--- src/hw/timer16_pkg.sv ---
// Register map, field layout and constants for the cascaded 16-bit timer
`default_nettype none

package timer16_pkg;

    // ------------------------------------------------------------------
    // Register byte offsets (one aligned 32-bit word each)
    // ------------------------------------------------------------------
    localparam logic [7:0] OFS_LOWER_CTRL  = 8'h00; // lower_timer_control
    localparam logic [7:0] OFS_UPPER_CTRL  = 8'h04; // upper_timer_control
    localparam logic [7:0] OFS_PERIOD_LOW  = 8'h08; // period_compare_low
    localparam logic [7:0] OFS_PERIOD_HIGH = 8'h0C; // period_compare_high
    localparam logic [7:0] OFS_DUTY_LOW    = 8'h10; // duty_compare_low
    localparam logic [7:0] OFS_DUTY_HIGH   = 8'h14; // duty_compare_high
    localparam logic [7:0] OFS_COUNT       = 8'h18; // live counter, read only

    // ------------------------------------------------------------------
    // Field positions
    // ------------------------------------------------------------------
    localparam int BIT_INIT_VALUE = 7;   // Output flop initial value
    localparam int BIT_RUN        = 3;   // Counter run bit
    localparam int MODE_LSB       = 0;   // Mode field, upper control
    localparam int CLKSEL_LSB     = 4;   // Clock select, lower control
    localparam int BIT_TAP_SELECT = 0;   // Divider tap select, lower control

    // ------------------------------------------------------------------
    // Reset values
    // ------------------------------------------------------------------
    localparam logic [7:0]  CTRL_RESET   = 8'h00;
    localparam logic [15:0] PERIOD_RESET = 16'hFFFF;
    localparam logic [15:0] DUTY_RESET   = 16'h0000;
    localparam logic [15:0] COUNT_MAX    = 16'hFFFF;

    // ------------------------------------------------------------------
    // Modes and clock selections
    // ------------------------------------------------------------------
    localparam logic [2:0] MODE_TIMER = 3'h0;  // Interval timer
    localparam logic [2:0] MODE_EVENT = 3'h1;  // Event counter
    localparam logic [2:0] MODE_PWM   = 3'h2;  // Pulse width modulation

    localparam logic [2:0] SEL_DIV11  = 3'h0;  // high/2^11 or low/2^3
    localparam logic [2:0] SEL_DIV7   = 3'h1;  // high/2^7
    localparam logic [2:0] SEL_DIV5   = 3'h2;  // high/2^5
    localparam logic [2:0] SEL_DIV3   = 3'h3;  // high/2^3
    localparam logic [2:0] SEL_LOW    = 3'h4;  // low clock (PWM only)
    localparam logic [2:0] SEL_DIV1   = 3'h5;  // high/2 (PWM only)
    localparam logic [2:0] SEL_FULL   = 3'h6;  // high clock (PWM only)
    localparam logic [2:0] SEL_EXT    = 3'h7;  // External pin (PWM only)

    // Prescaler tap exponents
    localparam int TAP_11 = 11;
    localparam int TAP_7  = 7;
    localparam int TAP_5  = 5;
    localparam int TAP_3  = 3;
    localparam int TAP_1  = 1;

    // Counter state
    typedef enum logic [1:0] {
        ST_IDLE = 2'b01,
        ST_RUN  = 2'b10
    } run_state_t;

endpackage

`default_nettype wire

--- src/hw/timer16.sv ---
// Cascaded 16-bit timer, event counter and PWM generator with APB registers
`default_nettype none

// Functional notes
// - Timer mode counts selected prescaled internal clock.
// - Timer match raises interrupt and clears counter.
// - After match, counter keeps counting unaided.
// - Period compare unbuffered; software leaves it running.
// - Timer clock choices, restricted in low speed.
// - Event mode counts falling edges, matches, clears.
// - PWM counts internal clock or external input.
// - PWM duty match inverts output flop.
// - PWM overflow inverts, clears, raises interrupt.
// - Flop resets zero, presettable, pin inverted.
// - PWM duty double-buffered, loaded on match.
// - Duty read returns active, not pending value.
// - Stop holds pin; preset only after stop.
// - Clearing run bit stops; bit 7 presets.
// - PWM adds low, high/2, high clock choices.
module timer16
    import timer16_pkg::*;
(
    // Clock and reset
    input  wire logic       clk_sys,
    input  wire logic       rst,
    // APB slave
    input  wire logic       psel,
    input  wire logic       penable,
    input  wire logic       pwrite,
    input  wire logic [7:0] paddr,
    input  wire logic [31:0] pwdata,
    output logic [31:0]     prdata,
    output logic            pready,
    output logic            pslverr,
    // Clocking and power mode
    input  wire logic       low_clock,
    input  wire logic       low_speed_mode,
    // Pins
    input  wire logic       event_input_pin,
    output logic            pwm_out_pin,
    // Event to interrupt controller
    output logic            match_interrupt
);
    import timer16_pkg::*;

    // ------------------------------------------------------------------
    // Declarations
    // ------------------------------------------------------------------
    logic [7:0]  lower_ctrl_q;         // Clock select, tap select
    logic [7:0]  upper_ctrl_q;         // Initial value, run, mode
    logic [15:0] period_q;             // Period compare, both bytes
    logic [15:0] duty_buf_q;           // Duty value written by software
    logic [15:0] duty_act_q;           // Duty value in use
    logic [15:0] count_q;              // Cascaded up-counter
    logic        flop_q;               // Output toggle flop
    logic        match_q;              // Registered match pulse
    logic [31:0] prdata_q;             // Read data register
    logic        pslverr_q;            // Unmapped-address flag
    logic [10:0] pre_q;                // High clock prescaler
    logic [2:0]  low_div_q;            // Low clock /8 divider
    logic [2:0]  low_sync_q;           // Low clock synchroniser
    logic        low_lvl_q;            // Filtered low clock level
    logic [2:0]  ev_sync_q;            // Event pin synchroniser
    logic        ev_lvl_q;             // Filtered event level
    run_state_t  state_q;              // Counter state
    logic        low_rise;             // One cycle per low clock rising edge
    logic        low_div_tick;         // Low clock / 8
    logic        ev_fall;              // Filtered event falling edge
    logic        tick;                 // Selected count tick
    logic        running;              // Counter enabled
    logic [2:0]  mode;                 // Decoded mode field
    logic [2:0]  clk_sel;              // Decoded clock select
    logic [15:0] count_inc;            // Counter plus one
    logic        setup_ph;             // APB setup cycle
    logic        wr_acc;               // APB write completing
    logic        addr_ok;              // Address is mapped

    // ------------------------------------------------------------------
    // Helpers
    // ------------------------------------------------------------------
    // Prescaler tap strobe: one cycle in 2^n
    function automatic logic div_tick(input logic [10:0] pre, input int n);
        logic hit;
        hit = 1'b1;
        for (int i = 0; i < TAP_11; i++)
        begin
            if (i < n)
            begin
                hit = hit & pre[i];
            end
        end
        return hit;
    endfunction

    // Mapped-address decode, used by write and error paths
    function automatic logic is_mapped(input logic [7:0] a);
        return (a == OFS_LOWER_CTRL)  || (a == OFS_UPPER_CTRL) ||
               (a == OFS_PERIOD_LOW)  || (a == OFS_PERIOD_HIGH) ||
               (a == OFS_DUTY_LOW)    || (a == OFS_DUTY_HIGH) ||
               (a == OFS_COUNT);
    endfunction

    // ------------------------------------------------------------------
    // APB decode
    // ------------------------------------------------------------------
    // Zero wait state slave
    assign pready    = 1'b1;
    assign prdata    = prdata_q;
    assign pslverr   = pslverr_q & psel & penable;
    assign setup_ph  = psel & ~penable;
    assign addr_ok   = is_mapped(paddr);
    assign wr_acc    = psel & penable & pwrite & addr_ok;

    assign mode      = upper_ctrl_q[MODE_LSB +: 3];
    assign clk_sel   = lower_ctrl_q[CLKSEL_LSB +: 3];
    assign running   = (state_q == ST_RUN);
    assign count_inc = count_q + 16'h0001;

    // Inverted flop level drives the pin at all times
    assign pwm_out_pin     = ~flop_q;
    assign match_interrupt = match_q;

    // ------------------------------------------------------------------
    // Read data and error, captured in the setup cycle
    // ------------------------------------------------------------------
    always_ff @(posedge clk_sys)
    begin
        if (rst)
        begin
            prdata_q  <= 32'h0000_0000;
            pslverr_q <= 1'b0;
        end
        else if (setup_ph)
        begin
            pslverr_q <= ~addr_ok;
            prdata_q  <= 32'h0000_0000;
            case (paddr)
                OFS_LOWER_CTRL:  prdata_q[7:0]  <= lower_ctrl_q;
                OFS_UPPER_CTRL:  prdata_q[7:0]  <= upper_ctrl_q;
                OFS_PERIOD_LOW:  prdata_q[7:0]  <= period_q[7:0];
                OFS_PERIOD_HIGH: prdata_q[7:0]  <= period_q[15:8];
                // Active duty is read back, not the pending one
                OFS_DUTY_LOW:    prdata_q[7:0]  <= duty_act_q[7:0];
                OFS_DUTY_HIGH:   prdata_q[7:0]  <= duty_act_q[15:8];
                OFS_COUNT:       prdata_q[15:0] <= count_q;
                default:         prdata_q       <= 32'h0000_0000;
            endcase
        end
    end

    // ------------------------------------------------------------------
    // Control registers
    // ------------------------------------------------------------------
    always_ff @(posedge clk_sys)
    begin
        if (rst)
        begin
            lower_ctrl_q <= CTRL_RESET;
            upper_ctrl_q <= CTRL_RESET;
        end
        else if (wr_acc)
        begin
            if (paddr == OFS_LOWER_CTRL)
            begin
                lower_ctrl_q <= pwdata[7:0];
            end
            if (paddr == OFS_UPPER_CTRL)
            begin
                upper_ctrl_q <= pwdata[7:0];
            end
        end
    end

    // ------------------------------------------------------------------
    // Period compare, unbuffered, effective at once
    // ------------------------------------------------------------------
    always_ff @(posedge clk_sys)
    begin
        if (rst)
        begin
            period_q <= PERIOD_RESET;
        end
        else if (wr_acc)
        begin
            // Each byte lands directly in the comparator
            if (paddr == OFS_PERIOD_LOW)
            begin
                period_q[7:0] <= pwdata[7:0];
            end
            if (paddr == OFS_PERIOD_HIGH)
            begin
                period_q[15:8] <= pwdata[7:0];
            end
        end
    end

    // ------------------------------------------------------------------
    // Duty buffer written by software
    // ------------------------------------------------------------------
    always_ff @(posedge clk_sys)
    begin
        if (rst)
        begin
            duty_buf_q <= DUTY_RESET;
        end
        else if (wr_acc)
        begin
            if (paddr == OFS_DUTY_LOW)
            begin
                duty_buf_q[7:0] <= pwdata[7:0];
            end
            if (paddr == OFS_DUTY_HIGH)
            begin
                duty_buf_q[15:8] <= pwdata[7:0];
            end
        end
    end

    // ------------------------------------------------------------------
    // Prescaler and low clock handling
    // ------------------------------------------------------------------
    // Free running high clock divider
    always_ff @(posedge clk_sys)
    begin
        if (rst)
        begin
            pre_q <= 11'h000;
        end
        else
        begin
            pre_q <= pre_q + 11'h001;
        end
    end

    // Low clock: three stages, level follows when last two agree
    always_ff @(posedge clk_sys)
    begin
        if (rst)
        begin
            low_sync_q <= 3'h0;
            low_lvl_q  <= 1'b0;
        end
        else
        begin
            low_sync_q <= {low_sync_q[1:0], low_clock};
            if (low_sync_q[1] == low_sync_q[2])
            begin
                low_lvl_q <= low_sync_q[2];
            end
        end
    end

    assign low_rise = (low_sync_q[1] == low_sync_q[2]) & low_sync_q[2] & ~low_lvl_q;

    // Low clock divided by 8
    always_ff @(posedge clk_sys)
    begin
        if (rst)
        begin
            low_div_q <= 3'h0;
        end
        else if (low_rise)
        begin
            low_div_q <= low_div_q + 3'h1;
        end
    end

    assign low_div_tick = low_rise & (low_div_q == 3'h7);

    // ------------------------------------------------------------------
    // Event input: filtered falling edge
    // ------------------------------------------------------------------
    always_ff @(posedge clk_sys)
    begin
        if (rst)
        begin
            ev_sync_q <= 3'h7;
            ev_lvl_q  <= 1'b1;
        end
        else
        begin
            ev_sync_q <= {ev_sync_q[1:0], event_input_pin};
            if (ev_sync_q[1] == ev_sync_q[2])
            begin
                ev_lvl_q <= ev_sync_q[2];
            end
        end
    end

    assign ev_fall = (ev_sync_q[1] == ev_sync_q[2]) & ~ev_sync_q[2] & ev_lvl_q;

    // ------------------------------------------------------------------
    // Count tick selection
    // ------------------------------------------------------------------
    always_comb
    begin
        tick = 1'b0;
        if (mode == MODE_EVENT)
        begin
            tick = ev_fall;
        end
        else if (low_speed_mode)
        begin
            // Only low clock and external pin sources survive in low speed modes
            case (clk_sel)
                SEL_DIV11: tick = low_div_tick;
                SEL_LOW:   tick = (mode == MODE_PWM) & low_rise;
                SEL_EXT:   tick = (mode == MODE_PWM) & ev_fall;
                default:   tick = 1'b0;
            endcase
        end
        else
        begin
            case (clk_sel)
                SEL_DIV11: tick = lower_ctrl_q[BIT_TAP_SELECT] ? low_div_tick
                                                               : div_tick(pre_q, TAP_11);
                SEL_DIV7:  tick = div_tick(pre_q, TAP_7);
                SEL_DIV5:  tick = div_tick(pre_q, TAP_5);
                SEL_DIV3:  tick = div_tick(pre_q, TAP_3);
                SEL_LOW:   tick = (mode == MODE_PWM) & low_rise;
                SEL_DIV1:  tick = (mode == MODE_PWM) & div_tick(pre_q, TAP_1);
                SEL_FULL:  tick = (mode == MODE_PWM);
                SEL_EXT:   tick = (mode == MODE_PWM) & ev_fall;
                default:   tick = 1'b0;
            endcase
        end
    end

    // ------------------------------------------------------------------
    // Run state follows the run bit
    // ------------------------------------------------------------------
    always_ff @(posedge clk_sys)
    begin
        if (rst)
        begin
            state_q <= ST_IDLE;
        end
        else
        begin
            case (state_q)
                ST_IDLE: if (upper_ctrl_q[BIT_RUN])  state_q <= ST_RUN;
                ST_RUN:  if (!upper_ctrl_q[BIT_RUN]) state_q <= ST_IDLE;
                default: state_q <= ST_IDLE;
            endcase
        end
    end

    // ------------------------------------------------------------------
    // Cascaded counter and match pulse
    // ------------------------------------------------------------------
    always_ff @(posedge clk_sys)
    begin
        if (rst)
        begin
            count_q <= 16'h0000;
            match_q <= 1'b0;
        end
        else
        begin
            match_q <= 1'b0;
            if (!running)
            begin
                // Stopped counter rests at zero
                count_q <= 16'h0000;
            end
            else if (tick)
            begin
                if (mode == MODE_PWM)
                begin
                    // Overflow clears and signals
                    if (count_q == COUNT_MAX)
                    begin
                        count_q <= 16'h0000;
                        match_q <= 1'b1;
                    end
                    else
                    begin
                        count_q <= count_inc;
                    end
                end
                else if ((mode == MODE_TIMER) || (mode == MODE_EVENT))
                begin
                    // Full 16-bit compare, clear and carry on
                    if (count_inc == period_q)
                    begin
                        count_q <= 16'h0000;
                        match_q <= 1'b1;
                    end
                    else
                    begin
                        count_q <= count_inc;
                    end
                end
            end
        end
    end

    // ------------------------------------------------------------------
    // Active duty register
    // ------------------------------------------------------------------
    always_ff @(posedge clk_sys)
    begin
        if (rst)
        begin
            duty_act_q <= DUTY_RESET;
        end
        else if (!running)
        begin
            // Stopped: buffer passes straight through
            duty_act_q <= duty_buf_q;
        end
        else if ((mode == MODE_PWM) && tick && (count_q == COUNT_MAX))
        begin
            // Running: loaded with the overflow match
            duty_act_q <= duty_buf_q;
        end
    end

    // ------------------------------------------------------------------
    // Output toggle flop
    // ------------------------------------------------------------------
    always_ff @(posedge clk_sys)
    begin
        if (rst)
        begin
            flop_q <= 1'b0;
        end
        else if (wr_acc && (paddr == OFS_UPPER_CTRL) && !upper_ctrl_q[BIT_RUN] && !running)
        begin
            // Preset only when already stopped; a stopping write holds level
            flop_q <= pwdata[BIT_INIT_VALUE];
        end
        else if (running && tick && (mode == MODE_PWM))
        begin
            if (count_q == COUNT_MAX)
            begin
                flop_q <= ~flop_q;
            end
            else if (count_inc == duty_act_q)
            begin
                flop_q <= ~flop_q;
            end
        end
    end

endmodule

`default_nettype wire

--- config.mk ---
export PLATFORM = sky130hd
export DESIGN_NAME = timer16
export DESIGN_NICKNAME = d
export VERILOG_FILES = /design/src/hw/timer16_pkg.sv /design/src/hw/timer16.sv
export SDC_FILE = /design/constraint.sdc
export NUM_CORES = 1
export LEC_CHECK = 0
export BUFFER_PORTS_ARGS = -buffer_cell sky130_fd_sc_hd__buf_2
export CELL_PAD_IN_SITES_DETAIL_PLACEMENT = 1
export CELL_PAD_IN_SITES_GLOBAL_PLACEMENT = 2
export CORE_MARGIN = 2
export CORE_UTILIZATION = 39
export CTS_BUF_LIST = sky130_fd_sc_hd__clkbuf_16
export DETAILED_ROUTE_END_ITERATION = 10
export PLACE_DENSITY = 0.81
export SLEW_MARGIN = 40
export SYNTH_ARGS = -nofsm -noshare
export SYNTH_HDL_FRONTEND = slang
export SYNTH_SLANG_ARGS = --single-unit
--- constraint.sdc ---
create_clock -name clk_sys -period 6.9 [get_ports clk_sys]
set_input_delay 0.69 -clock clk_sys [delete_from_list [all_inputs] [get_ports clk_sys]]
set_output_delay 0.69 -clock clk_sys [all_outputs]
set_load 0.03 [all_outputs]
==> reports/metrics.yaml <==
outcome:
  run_status: "finished clean"
layout:
  drive_gt1_frac: 0.136
  antenna_cells: 0
  finalNetCount: 775
  syn_to_final_growth_pct: 12.3
  seqCellArea_um2: 2460
  stdcell_area_um2: 7340
  fillCellCount: 1918
  multiInputGateArea_um2: 3700
floorplan:
  dieArea_um2: 17800
  rows: 47
  initial_utilization: 0.397
  coreArea_um2: 16500
  die_h_um: 133
  pin_count: 84
  die-width_um: 133
place:
  hpwl_um: 14200
  place_area_um2: 6710
  pre_cts_ws_ns: 3.05
  gp_congestion: 0.930
  io_buffer_count: 42
routing:
  drc: 0
  drt_wl_total_um: 19700
  drtAntennaViolNets: 0
  wl_per_cell_um: 20.6
  dr.pass1.iters: 5
  initialDrtViolationCount: 362
  viasPerCell: 5.66
  num_vias: 5396
synth:
  netlist_top_cells_area: "dfxtp_1 38%, mux2i_1 12%, nor2_1 5.5%, xnor2_1 4.0%, buf_4 2.9%"
  synth_cell_type_count: 63
  yosys-top-cells-count: "123 x dfxtp_1, 96 x nor2_1, 80 x mux2i_1"
  synth_area_per_cell_um2: 9.22
  synth-edff-count: 0
  yosysTopAreaCell: "dfxtp_1"
  syn-cell-area_um2: 6540
  synth_flop_cell: "dfxtp_1"
  synth.most_common_cell: "dfxtp_1"
  ys_warn_count: 0
  ys_ff_latch: 123
  synthCells: 709
  synth_top_area_frac: 0.377
  seq_area_frac_synth: 0.377
  ys_async_sr_fraction: 0
critical_path:
  crit_arrival_ns: 4.32
  crit_path_max_fanout: 17
  critPathKind: "reg -> reg"
  cp.required_ns: 7.22
  worstSetupStartpointType: "flop"
  end_kind: "flop"
clock_network:
  clock_latency_ns: 0.42
  post-cts-setup-buffers: 0
  cts_tree: "done"
  cts.sinks: 123
  cts.path.max_buffers: 2
  cts.clk_slew.worst_paths_ns: 0.06
  clockRootBuffer: "clkbuf_16"
  post_cts_resized: 0
  htreeDepth: 4
  hold_buffers: 0
  cts_made_buffers: 17
global_routing:
  grt.total_usage: 0.227
  grt_pass1_vias: 5446
  grt_max_degree: 89
  grt_overflow: 0
  antenna_found_initial: 0
  grt_pass1_wl_um: 30800
job:
  drv_cap: 0
power_and_ir_drop:
  ir_drop_mv: 0.183
  power_leakage_nw: 3.05
  power_w: 0.00176
  p_per_area_nw_per_um2: 240
sta:
  finalCritPeriodShare: 0.579
  slew_violations: 0
  timing.final.hold_violations: 0
  grt_setup_unrepaired: "false"
  min_period_ns: 4.00
  setup_viol: 0
  clock_skew_ns: 0.00774
  max_freq_mhz: 250
  slew_headroom: 0.466
  setup_ws_ns: 2.90
  setup_tns_ns: 0
  tightest_slew_ns: 0.798
worst_hold_path:
  hp-class: "reg -> reg"
## final cells by class
cell class | instances | area share
multi-input cells | 523 | 0.505
flip-flops and latches | 123 | 0.335
clock buffers | 17 | 0.0579
well taps | 220 | 0.0375
repair buffers | 44 | 0.0312
clock inverters | 15 | 0.0278
inverters | 11 | 0.00562
## kinds of logic (layout without fill, tap and decap cells)
logic type / Yosys count / in the layout / share of synthesized area
AO/OA/AOI/OAI: 98 / 98 / 0.108
XOR/XNOR: 47 / 47 / 0.0704
adder cells (fa/ha/maj): 7 / 7 / 0.0134
buffers and inverters: 78 / 87 / 0.0664
flip-flops: 123 / 123 / 0.377
multiplexers: 90 / 90 / 0.153
other: 2 / 17 / 0.00115
AND/OR/NAND/NOR: 264 / 264 / 0.211
## worst max-delay path: stages, from the launching register on
cell      delay (ns)
dfxtp_1         0.59
ha_1            0.44
nand3_1         0.41
o31ai_1         0.50
mux2_2          0.39
nand4_1         0.14
nor4_4          0.09
a211oi_4        0.73
nand2_1         0.32
o31ai_1         0.29
## flip-flops by register name, indices dropped and copies added, names as in the netlist, 2 cells and up
register      flops
count_q          16
duty_act_q       16
duty_buf_q       16
period_q         16
prdata           16
pre_q            11
lower_ctrl_q      8
upper_ctrl_q      8
ev_sync_q         3
low_div_q         3
low_sync_q        3
state_q           2
## final timing paths
path	startpoint	end	slack, ns	cells past startpoint
max	count_q[0]	count_q[3]	2.90	9
min	ev_sync_q[0]	ev_sync_q[1]	0.42	1
max reg2reg	count_q[0]	count_q[3]	2.90	9
min reg2reg	ev_sync_q[0]	ev_sync_q[1]	0.42	1
## per-layer routing
| metal | vias up | GRT usage | routed length, um | part of all wire |
|---|---|---|---|---|
| met5 | - | 0 | 0 | 0 |
| met4 | 0 | 0.0780 | 357 | 0.018 |
| met3 | 26 | 0.0445 | 1170 | 0.060 |
| met2 | 157 | 0.353 | 9020 | 0.46 |
| met1 | 2706 | 0.317 | 9100 | 0.46 |
| li1 | 2507 | - | - | - |
## power by group
group / internal (W) / leakage, nW / switching [W]
Sequential: 0.000717 / 0.995 / 0.00000352
Clock: 0.000634 / 0.307 / 0.000330
Combinational: 0.0000203 / 1.75 / 0.0000549
## layout by cell type, fill, tap and decap left out, types with 5 or more instances in the layout
cell / instances
o31ai_1: 6
o211ai_1: 5
nor2b_1: 12
xnor2_1: 30
nand2_1: 50
a221oi_1: 8
mux4_2: 8
clkbuf_16: 17
nand4_1: 13
a22oi_1: 12
mux2i_1: 80
inv_1: 12
conb_1: 17
nor3_1: 14
xor2_1: 13
a21oi_1: 19
ha_1: 7
bufinv_16: 5
and4_1: 6
nor2_1: 94
o21ai_0: 20
nand3_1: 20
and2_1: 6
or3_1: 5
and3_1: 11
buf_2: 42
nand2b_1: 6
dfxtp_1: 123
## metrics by stage
step | cells | utilization | hold slack, ns
CTS | 953 | 0.446 | 0.424
detailed placement | 921 | 0.408 | 0.406
floorplan | 724 | - | 0.389
global placement | 921 | 0.407 | 0.399
finish | 953 | 0.446 | 0.418
global route | 953 | 0.446 | 0.446
No activity file was read; power rests on OpenSTA's default activity.
